<file path="config.mk">
export PLATFORM = sky130hd
export DESIGN_NAME = asbl_host
export DESIGN_NICKNAME = d
export VERILOG_FILES = /design/src/verilog/asbl_pkg.sv /design/src/verilog/asbl_host.sv
export SDC_FILE = /design/constraint.sdc
export NUM_CORES = 1
export LEC_CHECK = 0
export BUFFER_PORTS_ARGS = -buffer_cell sky130_fd_sc_hd__buf_2
export CAP_MARGIN = 20
export CORE_MARGIN = 2
export CORE_UTILIZATION = 52
export DETAILED_ROUTE_END_ITERATION = 10
export PLACE_DENSITY = 0.8
export SETUP_SLACK_MARGIN = 0.5
export SLEW_MARGIN = 15
export SYNTH_ARGS = -nofsm -noshare
export SYNTH_HDL_FRONTEND = slang
export SYNTH_SLANG_ARGS = --single-unit
</file>
<file path="constraint.sdc">
create_clock -name i_clk -period 4.3 [get_ports i_clk]
set_input_delay 0.86 -clock i_clk [delete_from_list [all_inputs] [get_ports i_clk]]
set_output_delay 0.86 -clock i_clk [all_outputs]
set_load 0.02 [all_outputs]
</file>
<file path="src/verilog/asbl_pkg.sv">
// Purpose: Constants for the host-side controller of an asynchronous byte-lane static memory.
// Assumes: Controller clock of 10 MHz, one cycle is 100 ns.
// Notes: Access times follow the slowest speed grade so any fitted part is served.
package asbl_pkg;
  localparam int unsigned ADDR_W = 19;
  localparam int unsigned DATA_W = 16;
  localparam int unsigned LANE_W = 8;
  localparam int unsigned CLK_PERIOD_NS = 100;
  // Slowest grade: cycle 70 ns, write pulse 60 ns, data valid after output enable 70 ns.
  localparam int unsigned T_CYCLE_NS = 70;
  localparam int unsigned T_WPULSE_NS = 60;
  localparam int unsigned T_RDATA_NS = 70;
  localparam int unsigned T_HZ_NS = 25;
  localparam int unsigned CYC_CYCLE = (T_CYCLE_NS + CLK_PERIOD_NS - 1) / CLK_PERIOD_NS;
  localparam int unsigned CYC_WPULSE = (T_WPULSE_NS + CLK_PERIOD_NS - 1) / CLK_PERIOD_NS;
  localparam int unsigned CYC_RDATA = (T_RDATA_NS + CLK_PERIOD_NS - 1) / CLK_PERIOD_NS;
  localparam int unsigned CYC_HZ = (T_HZ_NS + CLK_PERIOD_NS - 1) / CLK_PERIOD_NS;
  localparam int unsigned CNT_W = 4;
  localparam int unsigned SYNC_STAGES = 2;
  localparam logic [1:0] LANES_NONE = 2'h0;
  typedef enum logic [2:0] {
    ASBL_IDLE = 3'h0,
    ASBL_SETUP = 3'h1,
    ASBL_RD = 3'h3,
    ASBL_WR = 3'h5,
    ASBL_END = 3'h7,
    ASBL_RECOV = 3'h2
  } asbl_state_t;
endpackage

</file>
<file path="src/verilog/asbl_host.sv">
// Purpose: Host controller driving an asynchronous 512K x 16 static memory with byte lanes.
// Assumes: One request at a time; i_req is held with its fields until o_ack.
// Notes: Strobes and data come from flip-flops so no pin glitches between edges.
// Operation
// - A write lasts only while selects, write strobe and a lane gate are all active and ends with the first to drop.
// - Write data setup and hold are timed against the signal that ends the write.
// - The host must not drive data while the memory may still drive after output enable was low.
// - Address is valid no later than the selects and lane gates going active for a read.
// - The word address is 19 bits; lower gate covers bits 0 to 7, upper gate bits 8 to 15.
`timescale 1ns/1ps
`default_nettype none
module asbl_host #(
  parameter int unsigned CYCLE_CYC = asbl_pkg::CYC_CYCLE,
  parameter int unsigned WPULSE_CYC = asbl_pkg::CYC_WPULSE,
  parameter int unsigned RDATA_CYC = asbl_pkg::CYC_RDATA,
  parameter int unsigned HZ_CYC = asbl_pkg::CYC_HZ
) (
  input wire logic i_clk,
  input wire logic i_rst,
  input wire logic i_req,
  input wire logic i_we,
  input wire logic [asbl_pkg::ADDR_W-1:0] i_addr,
  input wire logic [1:0] i_lanes,
  input wire logic [asbl_pkg::DATA_W-1:0] i_wdata,
  output logic o_ack,
  output logic [asbl_pkg::DATA_W-1:0] o_rdata,
  output logic o_busy,
  output logic [asbl_pkg::ADDR_W-1:0] o_mem_addr,
  output logic o_select_active_low,
  output logic o_select_active_high,
  output logic o_write_n,
  output logic o_out_en_n,
  output logic o_upper_lane_gate_n,
  output logic o_lower_lane_gate_n,
  output logic [asbl_pkg::DATA_W-1:0] o_mem_dq,
  output logic o_mem_dq_oe,
  input wire logic [asbl_pkg::DATA_W-1:0] i_mem_dq
);
  // Each access runs through SETUP, then RD, or WR and END, then RECOV for the bus to float.
  // The address is registered one cycle ahead of the selects, so it is always settled
  // before any select or lane gate turns active, for reads and writes alike.
  // Selects, lane gates and the write strobe turn on at the same edge; the strobe is
  // the first to drop, so it alone ends every write and the data is held past it.
  // Timing counts are whole clock cycles rounded up from the slowest speed grade,
  // which wastes some time on faster parts but serves every part that fits.
  // A limitation: only one access is outstanding and requests during an access are
  // ignored, so the requester must hold its fields until the acknowledge.
  // Read data is sampled through two flip-flops, which adds their delay to each read.
  localparam int unsigned LW = asbl_pkg::LANE_W;
  localparam logic [asbl_pkg::CNT_W-1:0] CNT_ONE = asbl_pkg::CNT_W'(1);

  asbl_pkg::asbl_state_t state_q, state_d;
  logic [asbl_pkg::CNT_W-1:0] cnt_q, cnt_d;
  logic [asbl_pkg::ADDR_W-1:0] addr_q, addr_d;
  logic [asbl_pkg::DATA_W-1:0] wdata_q, wdata_d, rdata_q, rdata_d;
  logic [1:0] lanes_q, lanes_d;
  logic we_q, we_d;
  logic sel_q, sel_d;
  logic wstb_q, wstb_d;
  logic oe_q, oe_d;
  logic dqoe_q, dqoe_d;
  logic ack_q, ack_d;
  logic [asbl_pkg::DATA_W-1:0] dq_s1_q, dq_s2_q;
  logic [asbl_pkg::DATA_W-1:0] dq_s1_d, dq_s2_d;

  // Memory data passes two flip-flops; read data is taken only well after it has settled.
  always_comb begin
    dq_s1_d = i_mem_dq;
    dq_s2_d = dq_s1_q;
  end

  always_ff @(posedge i_clk) begin
    dq_s1_q <= dq_s1_d;
    dq_s2_q <= dq_s2_d;
  end

  always_comb begin
    state_d = state_q;
    cnt_d = (cnt_q != '0) ? cnt_q - CNT_ONE : cnt_q;
    addr_d = addr_q;
    wdata_d = wdata_q;
    rdata_d = rdata_q;
    lanes_d = lanes_q;
    we_d = we_q;
    sel_d = sel_q;
    wstb_d = wstb_q;
    oe_d = oe_q;
    dqoe_d = dqoe_q;
    ack_d = 1'b0;
    case (state_q)
      asbl_pkg::ASBL_IDLE: begin
        if (i_req && i_lanes != asbl_pkg::LANES_NONE) begin
          // Address is latched one cycle before any select or gate goes active.
          addr_d = i_addr;
          lanes_d = i_lanes;
          we_d = i_we;
          wdata_d = i_wdata;
          state_d = asbl_pkg::ASBL_SETUP;
        end
      end
      asbl_pkg::ASBL_SETUP: begin
        sel_d = 1'b1;
        cnt_d = asbl_pkg::CNT_W'(CYCLE_CYC);
        if (we_q) begin
          // Data drivers turn on together with the strobe while output enable stays high,
          // so the memory never drives at the same time.
          wstb_d = 1'b1;
          dqoe_d = 1'b1;
          cnt_d = asbl_pkg::CNT_W'(WPULSE_CYC + 1);
          state_d = asbl_pkg::ASBL_WR;
        end else begin
          // Host drivers are already off before output enable goes low.
          dqoe_d = 1'b0;
          oe_d = 1'b1;
          // The wait covers data settling plus the sampling stages before the capture.
          cnt_d = asbl_pkg::CNT_W'(RDATA_CYC + asbl_pkg::SYNC_STAGES);
          state_d = asbl_pkg::ASBL_RD;
        end
      end
      asbl_pkg::ASBL_RD: begin
        if (cnt_q == CNT_ONE) begin
          rdata_d = dq_s2_q;
          // Unselected lanes are released by the memory, so their bits are forced to zero here.
          if (!lanes_q[0]) rdata_d[LW-1:0] = '0;
          if (!lanes_q[1]) rdata_d[2*LW-1:LW] = '0;
          oe_d = 1'b0;
          sel_d = 1'b0;
          ack_d = 1'b1;
          cnt_d = asbl_pkg::CNT_W'(HZ_CYC);
          state_d = asbl_pkg::ASBL_RECOV;
        end
      end
      asbl_pkg::ASBL_WR: begin
        if (cnt_q == CNT_ONE) begin
          // The strobe alone ends the write; data and selects hold one cycle past it.
          wstb_d = 1'b0;
          cnt_d = CNT_ONE;
          state_d = asbl_pkg::ASBL_END;
        end
      end
      asbl_pkg::ASBL_END: begin
        // Selects drop with the strobe already high, so the memory stays released.
        sel_d = 1'b0;
        dqoe_d = 1'b0;
        ack_d = 1'b1;
        cnt_d = asbl_pkg::CNT_W'(HZ_CYC);
        state_d = asbl_pkg::ASBL_RECOV;
      end
      asbl_pkg::ASBL_RECOV: begin
        // Idle gap lets the bus float and keeps accesses apart by a full cycle time.
        if (cnt_q <= CNT_ONE) state_d = asbl_pkg::ASBL_IDLE;
      end
      default: begin
        state_d = asbl_pkg::ASBL_IDLE;
        sel_d = 1'b0;
        wstb_d = 1'b0;
        oe_d = 1'b0;
        dqoe_d = 1'b0;
      end
    endcase
  end

  // Reset leaves every pin at its idle level, so the memory starts in standby.
  always_ff @(posedge i_clk) begin
    if (i_rst) begin
      state_q <= asbl_pkg::ASBL_IDLE;
      cnt_q <= '0;
      addr_q <= '0;
      wdata_q <= '0;
      rdata_q <= '0;
      lanes_q <= asbl_pkg::LANES_NONE;
      we_q <= 1'b0;
      sel_q <= 1'b0;
      wstb_q <= 1'b0;
      oe_q <= 1'b0;
      dqoe_q <= 1'b0;
      ack_q <= 1'b0;
    end else begin
      state_q <= state_d;
      cnt_q <= cnt_d;
      addr_q <= addr_d;
      wdata_q <= wdata_d;
      rdata_q <= rdata_d;
      lanes_q <= lanes_d;
      we_q <= we_d;
      sel_q <= sel_d;
      wstb_q <= wstb_d;
      oe_q <= oe_d;
      dqoe_q <= dqoe_d;
      ack_q <= ack_d;
    end
  end

  // Between accesses both selects are inactive, putting the memory in standby.
  assign o_select_active_low = ~sel_q;
  assign o_select_active_high = sel_q;
  // Only requested lanes are gated on, so the other byte is left untouched.
  assign o_lower_lane_gate_n = ~(sel_q & lanes_q[0]);
  assign o_upper_lane_gate_n = ~(sel_q & lanes_q[1]);
  // Every pin below except o_busy comes straight from a flip-flop, so none of them can glitch mid-cycle.
  assign o_write_n = ~wstb_q;
  assign o_out_en_n = ~oe_q;
  assign o_mem_addr = addr_q;
  assign o_mem_dq = wdata_q;
  assign o_mem_dq_oe = dqoe_q;
  assign o_rdata = rdata_q;
  assign o_ack = ack_q;
  assign o_busy = (state_q != asbl_pkg::ASBL_IDLE);
endmodule // asbl_host
`default_nettype wire

</file>
Word-level counts from Yosys, hierarchy flattened
Cells that the tools add are included.
Storage, ports and cells
  output and inout port bits: 60
  input bits: 57
  bits in registers: 98
  logic and storage cells: 76
Cells by class
  $add $sub $neg: 1
  mux-type cells: 22
  reduce and logical (&&, ||, !) cells: 16
  bitwise operators: 10
  order comparisons: 1
  equal/unequal tests: 12
Operator list (count)
  one-hot mux 3 bit (6 select lines): 1
  2-to-1 mux 8 bit: 2
  2-to-1 mux 3 bit: 5
  != test 2 bit, second input constant: 6
  one-hot mux 4 bit (3 select lines): 1
  OR reduction 4 bit: 3
  one-hot mux 1 bit (3 select lines): 3
  2-to-1 mux 4 bit: 2
  NOT 1 bit: 8
  equality test 3 x 2 -> 1 bit, second input constant: 2
  equality test 3 bit, second input constant: 2
  2-to-1 mux 1 bit: 6
  AND reduction 2 bit: 3
  AND reduction 3 bit: 2
  equality test 4 x 1 -> 1 bit, second input constant: 1
  less-or-equal comparator 4 x 1 -> 1 bit, second input constant: 1
  one-hot mux 1 bit (2 select lines): 2
  AND reduction 4 bit: 1
  nonzero test 4 bit: 1
  subtractor 4 x 1 -> 4 bit, second input constant: 1
  equality test 3 x 1 -> 1 bit, second input constant: 1
  logical NOT 3 bit: 1
  nonzero test 3 bit: 1
  OR reduction 3 bit: 1
  4 further kinds: 5

Longest topological paths before layout
Gate-level depths: netlist of the first run.
  word-level depth: 4
  mapped depth: 8
  gate-level depth less buffers: 6

Least setup slack after synthesis of the first run
OpenSTA, ideal clock, no wires.
  path kind: register -> register
  from: register state_q[2]
  to: register dqoe_q, in the netlist o_mem_dq_oe
  stages on the path, launching flop included: 8
  slack: 2332 ps
  period minus slack after synthesis: 1968 ps
  data arrival time: 1898 ps
  data required time: 4230 ps
  cells stage by stage: dfxtp_1 -> clkbuf_1 -> inv_1 -> ha_1 -> or4b_2 -> o21ai_0 -> nand2_1 -> a21oi_1
Between the ends
  longest elaborated chain between the ends: 3
Ends and longest elaborated chain
  start: declaration: RTL line asbl_host.sv:52  | asbl_pkg::asbl_state_t state_q, state_d;
  start signal: assignment: RTL line asbl_host.sv:166  | state_q <= asbl_pkg::ASBL_IDLE;
  start signal: assignment: RTL line asbl_host.sv:179  | state_q <= state_d;
  equality test 3 x 2 -> 1 bit (tied with other cells): RTL line asbl_host.sv:90  | case (state_q)
  OR reduction 4 bit (no line)
  one-hot mux 1 bit (2 select lines): RTL line asbl_host.sv:90
  end signal: assignment: RTL line asbl_host.sv:189  | dqoe_q <= dqoe_d;
  end: declaration: RTL line asbl_host.sv:61  | logic dqoe_q, dqoe_d;
Parallel ways exist; a longest one is shown, timed or not.
A chain may end at the register's enable or synchronous reset.

Final worst setup path of the first run
  from: register state_q[2]
  to: output port o_busy
Between the ends
  longest elaborated chain between the ends: 1
Ends and longest elaborated chain
  nonzero test 3 bit: RTL line asbl_host.sv:208  | assign o_busy = (state_q != asbl_pkg::ASBL_IDLE);
  end: declaration: RTL line asbl_host.sv:27  | output logic o_busy,
Every way passes these cells.

==> flow_metrics.py, run 1 <==
metrics = {
    "pwr": {
        "finalPower_uw": 2120,
        "clkPwrFrac_pct": 29.5,
        "p_sw_uw": 644,
        "swShare_pct": 30.4,
        "p_comb_share_pct": 21.1,
        "peakVddDrop_mv": 0.383,
        "p_leak_uw": 0.00178,
        "pwr-share-seq_pct": 49.4,
        "p_per_area_nw_per_um2": 520,
        "p_int_uw": 1480,
    },
    "worst_setup_path": {
        "worstSetupStartpointType": "flop",
        "path_max_fanout": 14,
        "end_kind": "output port",
        "crit_required_ns": 3.44,
        "worstPathArrival_ns": 1.51,
        "reg2reg_depth": 6,
        "path_class": "reg -> out",
    },
    "synthesis": {
        "synthArstFlopShare_pct": 0,
        "syn_area_per_cell_sq_um": 9.15,
        "synth_nets": 423,
        "synth_seq_area_share_pct": 59.2,
        "synth-seq-cells": 98,
        "synth_edf_count": 0,
        "syn_inst": 362,
        "synth_area_sq_um": 3310,
        "yosys_most_used_dff": "dfxtp_1",
        "ys_types": 36,
        "yosysWarnings": 0,
    },
    "sta": {
        "tightest_slew_ns": 0.607,
        "grt_setup_unrepaired": "false",
        "drv_slew": 0,
        "post-route-period-util_pct": 55.1,
        "min_period_ns": 2.37,
        "slew_headroom_pct": 59.4,
        "skew_ns": 0.0139,
        "max_freq_mhz": 422,
        "setup_viol": 0,
        "finalSetupTns_ns": 0,
        "hold_violations": 0,
    },
    "global_route": {
        "grt_first_pass_wirelength_mm": 11.1,
        "grt_overflow": 0,
        "antenna_found_initial": 0,
        "grt_usage_pct": 19.3,
        "grt_max_degree": 40,
        "grt_pass1_vias": 2557,
    },
    "clock_network": {
        "h-tree-depth": 3,
        "cts_tree": "built",
        "clockRootBuffer": "clkbuf_8",
        "postCtsHoldBufs": 0,
        "cts.sinks": 98,
        "clockBufferDepth": 2,
        "insertion_delay_ns": 0.35,
        "clk_pin_slew_ns": 0.09,
        "cts_setup_buffers": 0,
        "numCtsBuffers": 9,
        "cts_resized": 0,
    },
    "layout": {
        "layout.nets": 530,
        "fillers": 534,
        "syn2layout_area_growth_pct": 23.0,
        "mostFrequentLayoutCell": "buf_2",
        "diodes": 0,
        "drive_above_1_share_pct": 30.4,
        "layout_common_cells": "buf_2, nand2_1, dfxtp_1",
    },
    "routing": {
        "drt_wl_total_mm": 6.83,
        "via_count": 2782,
        "wl_per_cell_um": 12.4,
        "vias_per_cell": 5.05,
        "drt_pre_antenna_iters": 4,
        "post-route-drc-count": 0,
        "final_antenna_net_count": 0,
        "drt_iter0_markers": 159,
    },
    "die": {
        "fp.dieW_um": 83.8,
        "die-area_sq_um": 7030,
        "rows": 29,
        "initial_utilization_pct": 53.1,
        "core_area_sq_um": 6240,
        "die_y_um": 83.8,
        "io_pins": 117,
    },
    "run": {
        "max_cap_violations": 0,
    },
    "placement": {
        "gp_congestion": 0.838,
        "io_buffer_count": 116,
        "dpl.hpwl_mm": 4.74,
    },
    "outcome": {
        "status": "finished clean",
    },
    "hold_path": {
        "whs_path_depth": 0,
        "hp-class": "reg -> reg",
    },
}
[power by group through the flow]
stage	registers [uW]	logic, uW	clock network, uW
finish	1050	446	626
global route	1060	498	674
CTS	1050	448	638
detailed placement	1070	446	0
global placement	1060	438	0
floorplan	1090	313	0
[final timing paths]
path	startpoint	end	slack [ns]
min reg2reg	dq_s1_q[14]	dq_s2_q[14]	0.33
min	dq_s1_q[14]	dq_s2_q[14]	0.33
max	state_q[2]	o_busy	1.93
max reg2reg	state_q[2]	o_mem_dq_oe	2.18
[cell type report]
class                   count  area (sq um)  share of cell area (%)
well taps                  77          96.3                    2.36
inverters                  10          37.5                   0.921
multi-input cells         231          1160                    28.4
repair buffers            119           603                    14.8
clock inverters             5          67.6                    1.66
flip-flops and latches     98          1960                    48.1
clock buffers              11           151                    3.72
[critical path, stage by stage (launching register included)]
cell	delay [ns]
dfxtp_1	0.47
or3_1	0.50
buf_2	0.20
[Yosys cell counts (2+ instances only)]
cell | count | area share (%)
a211oi_1 | 3 | 0.68
a21oi_1 | 57 | 8.6
a221oi_1 | 2 | 0.53
buf_2 | 4 | 0.60
buf_4 | 5 | 1.1
buf_6 | 5 | 1.7
clkbuf_1 | 8 | 0.91
dfxtp_1 | 98 | 59
ha_1 | 4 | 1.5
inv_1 | 10 | 1.1
nand2_1 | 99 | 11
nand2b_1 | 3 | 0.57
nand3_1 | 17 | 2.6
nor2_1 | 9 | 1.0
nor3_1 | 5 | 0.76
o211ai_1 | 2 | 0.45
o21ai_0 | 9 | 1.4
or3_1 | 3 | 0.57
xnor2_1 | 2 | 0.53
[stage by stage]
step                      utilization (%)  hold slack [ns]  area (sq um)  setup WS, ns  cells
after floorplan                         -            0.310          3310          2.33    362
after global placement               61.8            0.310          3860          2.07    535
after detailed placement             61.8            0.312          3860          1.99    535
after CTS                            65.3            0.331          4080          1.92    551
after global routing                 65.3            0.333          4080          1.83    551
final                                65.3            0.332          4080          1.93    551
[metal layers]
metal,global-route usage (%),wire length [um]
met1,23.3,2980
met5,0,0
met2,32.7,3300
met4,7.92,139
met3,4.95,410
[logic make-up (layout without fill, tap and decap cells)]
group                      after synthesis  after routing  synth area share (%)
AOI/OAI and AO/OA                       79             79                  13.1
xor gates and xnor gates                 2              2                 0.529
adders and majority gates                4              4                  1.51
buffers and inverters                   33            145                  5.93
DFF                                     98             98                  59.2
muxes                                    2              2                 0.642
and+or+nand+nor                        144            144                  19.0
[registers in the layout, indices dropped and copies added, names as in the netlist]
name and count:
o_mem_addr 19, dq_s1_q 16, dq_s2_q 16, o_mem_dq 16, o_rdata 16, cnt_q 4, state_q 3, lanes_q 2
o_ack 1, o_mem_dq_oe 1, o_select_active_high 1, oe_q 1, we_q 1, wstb_q 1
No activity file was read; power rests on OpenSTA's default activity.
==> inputs of run 2 (changes only) <==
--- a/config.mk
+++ b/config.mk
@@ -5,12 +5,13 @@
 export SDC_FILE = /design/constraint.sdc
 export NUM_CORES = 1
 export LEC_CHECK = 0
+export ABC_AREA = 1
 export BUFFER_PORTS_ARGS = -buffer_cell sky130_fd_sc_hd__buf_2
 export CAP_MARGIN = 20
 export CORE_MARGIN = 2
-export CORE_UTILIZATION = 52
+export CORE_UTILIZATION = 49
 export DETAILED_ROUTE_END_ITERATION = 10
-export PLACE_DENSITY = 0.8
+export PLACE_DENSITY = 0.76
 export SETUP_SLACK_MARGIN = 0.5
 export SLEW_MARGIN = 15
 export SYNTH_ARGS = -nofsm -noshare
==> constraint.sdc (replaced) <==
create_clock -name i_clk -period 2.34 [get_ports i_clk]
set_input_delay 0.468 -clock i_clk [delete_from_list [all_inputs] [get_ports i_clk]]
set_output_delay 0.468 -clock i_clk [all_outputs]
set_load 0.02 [all_outputs]
==> run 2 against run 1 <==
Against the previous run:
- register-to-register slack lost 1.4 ns
- first-iteration DRC count grew 17%
- critical path type unchanged
- highest routed layer unchanged
- clock-buffer cell count shrank 2
- largest power group unchanged
- largest cell class unchanged
==> flow_metrics.py, run 2 <==
metrics = {
    "outcome": {
        "status": "finished clean",
    },
    "layout": {
        "diodes": 0,
        "syn2layout_area_growth_pct": 23.5,
        "stdcell_area_sq_um": 4110,
        "final_util_pct": 61.6,
        "drive_above_1_share_pct": 30.2,
        "layout.nets": 563,
        "mostFrequentLayoutCell": "buf_2",
        "largest_reg_flops": 19,
        "final_cells": 587,
        "layout_common_cells": "buf_2, dfxtp_1, nor2_1",
    },
    "synthesis": {
        "syn_inst": 385,
        "synth_edf_count": 0,
        "synth_area_sq_um": 3330,
        "syn_area_per_cell_sq_um": 8.65,
        "synth_seq_area_share_pct": 58.9,
        "yosys_most_used_dff": "dfxtp_1",
        "synthArstFlopShare_pct": 0,
        "yosysTopAreaCell": "dfxtp_1",
        "synth_most_common_cell": "dfxtp_1",
        "synth.top_cell.area_share_pct": 58.9,
        "synth_nets": 446,
        "synth_common_cells": "dfxtp_1, nor2_1, nand2_1",
        "synth-seq-cells": 98,
        "yosysWarnings": 0,
        "synth_area_leaders": "dfxtp_1, nor2_1, nand2_1, o21ai_1, nand3_1",
        "ys_types": 25,
    },
    "die": {
        "die-area_sq_um": 7470,
        "io_pins": 117,
        "rows": 30,
        "die_y_um": 86.4,
        "core_area_sq_um": 6680,
        "fp.dieW_um": 86.4,
        "initial_utilization_pct": 49.9,
    },
    "clock_network": {
        "cts.sinks": 98,
        "h-tree-depth": 3,
        "clk_pin_slew_ns": 0.10,
        "insertion_delay_ns": 0.36,
        "postCtsHoldBufs": 0,
        "numCtsBuffers": 9,
        "clockBufferDepth": 2,
        "cts_tree": "built",
        "clockRootBuffer": "clkbuf_8",
    },
    "worst_setup_path": {
        "timing.rr.end": "o_rdata[6]",
        "rrSetupSlack_ns": 0.83,
        "max_stage_delay_ns": 0.50,
        "crit_chain": "inv_4 > nand3_4 > buf_2",
        "worstSetupStartpointType": "flop",
        "reg2reg_depth": 7,
        "worstPathArrival_ns": 1.26,
        "path_class": "reg -> out",
        "end_kind": "output port",
        "worst-path-buf-inv": 2,
        "path_max_fanout": 8,
        "crit_required_ns": 1.87,
        "critical_path.top_delay_family": "flip-flops",
        "crit-reg2reg-launch": "cnt_q[1]",
        "slowest_stage": "dfxtp_1",
    },
    "routing": {
        "drt_pre_antenna_iters": 4,
        "post-route-drc-count": 0,
        "drt_iter0_markers": 186,
        "drt_wl_total_mm": 7.16,
        "via_count": 2882,
        "final_antenna_net_count": 0,
        "wl_per_cell_um": 12.2,
        "vias_per_cell": 4.91,
    },
    "placement": {
        "io_buffer_count": 116,
        "dpl.hpwl_mm": 4.98,
        "post_dp_cell_area_sq_um": 3910,
        "post-place-cells": 568,
        "gp_congestion": 0.862,
    },
    "sta": {
        "skew_ns": 0.00556,
        "hold_violations": 0,
        "post-route-period-util_pct": 73.8,
        "finalSetupTns_ns": 0,
        "drv_slew": 0,
        "setup_viol": 0,
        "slew_headroom_pct": 72.6,
        "max_freq_mhz": 579,
        "min_period_ns": 1.73,
        "grt_setup_unrepaired": "false",
        "tightest_slew_ns": 0.407,
    },
    "global_route": {
        "grt_usage_pct": 20.0,
        "grt_pass1_vias": 2812,
        "grt_max_degree": 46,
        "grt_overflow": 0,
        "grt_first_pass_wirelength_mm": 11.9,
        "antenna_found_initial": 0,
    },
    "hold_path": {
        "min_from": "i_mem_dq[5]",
        "holdPathEnd": "dq_s1_q[5]",
        "whs_path_depth": 1,
        "hp-class": "in -> reg",
    },
    "pwr": {
        "p_per_area_nw_per_um2": 1110,
        "peakVddDrop_mv": 0.543,
        "p_leak_uw": 0.00199,
        "finalPower_uw": 4580,
    },
    "run": {
        "max_cap_violations": 0,
    },
}
run 2: area by class of cell:
cell class	count	area [sq um]
clock buffer	9	124
multi-input combinational	250	1150
timing repair buffer	124	641
tap	80	100
inverter	19	76.3
clock inverter	7	60.1
fill	622	2570
sequential	98	1960
run 2: stage by stage:
stage	worst slack (ns)	hold WS (ns)
3_5_place_dp	0.642	0.313
4_1_cts	0.599	0.187
2_1_floorplan	0.973	0.310
6_report	0.614	0.199
5_1_grt	0.539	0.178
3_3_place_gp	0.698	0.310
run 2: kinds of logic (layout without fill, tap and decap cells):
group / Yosys count / after routing / synth area share [%]
AO/OA/AOI/OAI: 70 / 70 / 10.7
XOR/XNOR: 2 / 2 / 0.526
adder cells (fa/ha/maj): 4 / 4 / 1.50
buffers and inverters: 37 / 159 / 6.54
flip-flops: 98 / 98 / 58.9
AND/OR/NAND/NOR: 174 / 174 / 21.9
run 2: timing repair:
action,in CTS,in global routing
setup endpoints to repair,0,16
endpoints found under the hold margin,0,0
gates resized for setup,0,0
setup buffers,0,3
run 2: worst max path at each step:
stage,to,start,cells past startpoint
4_1_cts,o_rdata[6],cnt_q[1],7
6_report,o_busy,state_q[2],3
2_1_floorplan,o_mem_addr[0],i_lanes[1],6
3_5_place_dp,o_mem_dq[7],i_lanes[1],7
5_1_grt,o_busy,state_q[2],3
3_3_place_gp,o_rdata[3],cnt_q[1],7
run 2: per-layer routing:
metal | wire, um | GRT usage (%)
met1 | 3210 | 23.1
met2 | 3480 | 35.1
met3 | 316 | 4.10
met4 | 155 | 9.80
met5 | 0 | 0
run 2: report_power, final:
group	total [uW]	switching [uW]	internal [uW]
combinational	1460	960	499
clock	1010	609	403
sequential	2110	174	1930
run 2: worst reg2reg max path, cell delays in order, from the launching register on:
cell	delay, ns
dfxtp_1	0.31
inv_1	0.12
ha_1	0.20
nand2_1	0.16
nor2_4	0.25
buf_4	0.18
nand3_1	0.07
a21oi_1	0.15
==> inputs of run 3 (changes only) <==
==> constraint.sdc (replaced) <==
create_clock -name i_clk -period 1.8 [get_ports i_clk]
set_input_delay 0.36 -clock i_clk [delete_from_list [all_inputs] [get_ports i_clk]]
set_output_delay 0.36 -clock i_clk [all_outputs]
set_load 0.02 [all_outputs]
==> run 3 against run 2 <==
Against the previous run:
- critical endpoint is now o_mem_addr[3]
- clock-buffer cell count unchanged
- worst hold slack worse by 0.11 ns
- routed wire length up 39%
- clock power up 34%
- die area unchanged
- clock skew up 0.0074 ns
- non-clock buffer count up 25
==> flow_metrics.py, run 3 (synthesis results as in run 2) <==
metrics = {
    "placement": {
        "post-place-cells": 569,
        "gp_congestion": 0.877,
        "io_buffer_count": 116,
        "post_dp_cell_area_sq_um": 3930,
        "dpl.hpwl_mm": 5.14,
    },
    "clock_network": {
        "postCtsHoldBufs": 0,
        "clockRootBuffer": "clkbuf_8",
        "clockBufferDepth": 2,
        "cts_tree": "built",
        "h-tree-depth": 3,
        "cts.sinks": 98,
        "numCtsBuffers": 9,
        "clk_pin_slew_ns": 0.11,
        "insertion_delay_ns": 0.36,
    },
    "layout": {
        "diodes": 0,
        "layout.nets": 589,
        "stdcell_area_sq_um": 5000,
        "drive_above_1_share_pct": 51.6,
        "largest_reg_flops": 19,
        "final_cells": 613,
        "fillers": 433,
        "mostFrequentLayoutCell": "buf_2",
        "syn2layout_area_growth_pct": 50.1,
        "layout_common_cells": "buf_2, dfxtp_1, nor2_1",
    },
    "routing": {
        "wl_per_cell_um": 16.2,
        "vias_per_cell": 5.18,
        "drt_pre_antenna_iters": 5,
        "post-route-drc-count": 0,
        "drt_wl_total_mm": 9.94,
        "via_count": 3176,
        "final_antenna_net_count": 0,
        "drt_iter0_markers": 262,
    },
    "sta": {
        "setup_viol": 0,
        "post-route-period-util_pct": 79.2,
        "hold_violations": 0,
        "max_freq_mhz": 701,
        "grt_setup_unrepaired": "true",
        "drv_slew": 0,
        "finalSetupTns_ns": 0,
        "tightest_slew_ns": 0.444,
        "skew_ns": 0.0129,
        "slew_headroom_pct": 70.4,
        "min_period_ns": 1.43,
    },
    "hold_path": {
        "min_from": "i_mem_dq[4]",
        "hp-class": "in -> reg",
        "whs_path_depth": 1,
        "holdPathEnd": "dq_s1_q[4]",
    },
    "worst_setup_path": {
        "crit_required_ns": 2.09,
        "timing.rr.end": "o_mem_addr[3]",
        "worstSetupStartpointType": "flop",
        "crit-reg2reg-launch": "state_q[0]",
        "path_max_fanout": 8,
        "worstPathArrival_ns": 1.72,
        "rrSetupSlack_ns": 0.37,
        "end_kind": "flop",
        "reg2reg_depth": 7,
        "path_class": "reg -> reg",
    },
    "global_route": {
        "grt_overflow": 0,
        "grt_usage_pct": 21.2,
        "grt_first_pass_wirelength_mm": 12.3,
        "grt_pass1_vias": 2671,
        "antenna_found_initial": 0,
        "grt_max_degree": 46,
    },
    "die": {
        "fp.dieW_um": 86.4,
        "io_pins": 117,
        "rows": 30,
        "die-area_sq_um": 7470,
        "initial_utilization_pct": 49.9,
        "die_y_um": 86.4,
        "core_area_sq_um": 6680,
    },
    "run": {
        "max_cap_violations": 0,
    },
    "pwr": {
        "p_per_area_nw_per_um2": 1420,
        "finalPower_uw": 7090,
        "p_leak_uw": 0.00222,
        "peakVddDrop_mv": 0.917,
    },
    "outcome": {
        "status": "finished clean",
    },
}
[run 3: metrics by stage]
step | hold slack (ns) | setup WS (ns) | util [%]
6_report | 0.0923 | 0.374 | 74.8
5_1_grt | 0.0756 | 0.320 | 74.8
4_1_cts | 0.0891 | 0.408 | 64.4
3_5_place_dp | 0.312 | 0.155 | 58.9
3_3_place_gp | 0.310 | 0.289 | 58.9
2_1_floorplan | 0.310 | 0.504 | -
[run 3: critical path, stage by stage (launching register included)]
cell and delay, ns:
dfxtp_4 0.37, inv_4 0.06, nand3_4 0.10, nor2_4 0.26, buf_6 0.16, clkbuf_16 0.15
o21ai_1 0.07, nor2_1 0.18
[run 3: power breakdown]
| group | switching, uW | internal (uW) | total (uW) |
|---|---|---|---|
| Combinational | 1780 | 1170 | 2940 |
| Sequential | 250 | 2550 | 2800 |
| Clock | 825 | 525 | 1350 |
[run 3: final cells by class]
| type | instances | area, sq um | area share (%) |
|---|---|---|---|
| repair inverters | 1 | 5.00 | 0.100 |
| clock buffers | 9 | 124 | 2.48 |
| flip-flops and latches | 98 | 1990 | 39.8 |
| repair buffers | 149 | 1000 | 20.0 |
| multi-input cells | 250 | 1620 | 32.4 |
| well taps | 80 | 100 | 2.00 |
| clock inverters | 7 | 61.3 | 1.23 |
| inverters | 19 | 93.8 | 1.88 |
[run 3: layer usage]
| layer | share of wire [%] | GRT usage, % | vias to the layer above | wire length, um |
|---|---|---|---|---|
| met1 | 43 | 25.8 | 1487 | 4230 |
| met2 | 48 | 35.0 | 131 | 4800 |
| met4 | 3.3 | 7.81 | 0 | 329 |
| met5 | 0 | 0 | - | 0 |
| li1 | - | - | 1533 | - |
| met3 | 5.9 | 7.24 | 25 | 583 |
[run 3: worst max-delay path by stage]
stage	startpoint	endpoint	slack, ns	cells after the start
final	state_q[0]	o_mem_addr[3]	0.37	7
after global routing	state_q[0]	o_mem_addr[3]	0.32	7
after CTS	state_q[2]	o_busy	0.41	3
after detailed placement	i_lanes[1]	o_mem_dq[3]	0.16	6
after global placement	i_lanes[1]	o_mem_dq[1]	0.29	6
after floorplan	cnt_q[1]	o_rdata[4]	0.50	8
[run 3: what timing repair did]
action,4_1_cts,5_1_grt
pin swaps,3,35
endpoints found under the setup margin,60,60
gates resized for setup,33,136
setup buffers,9,11
cloned,1,7
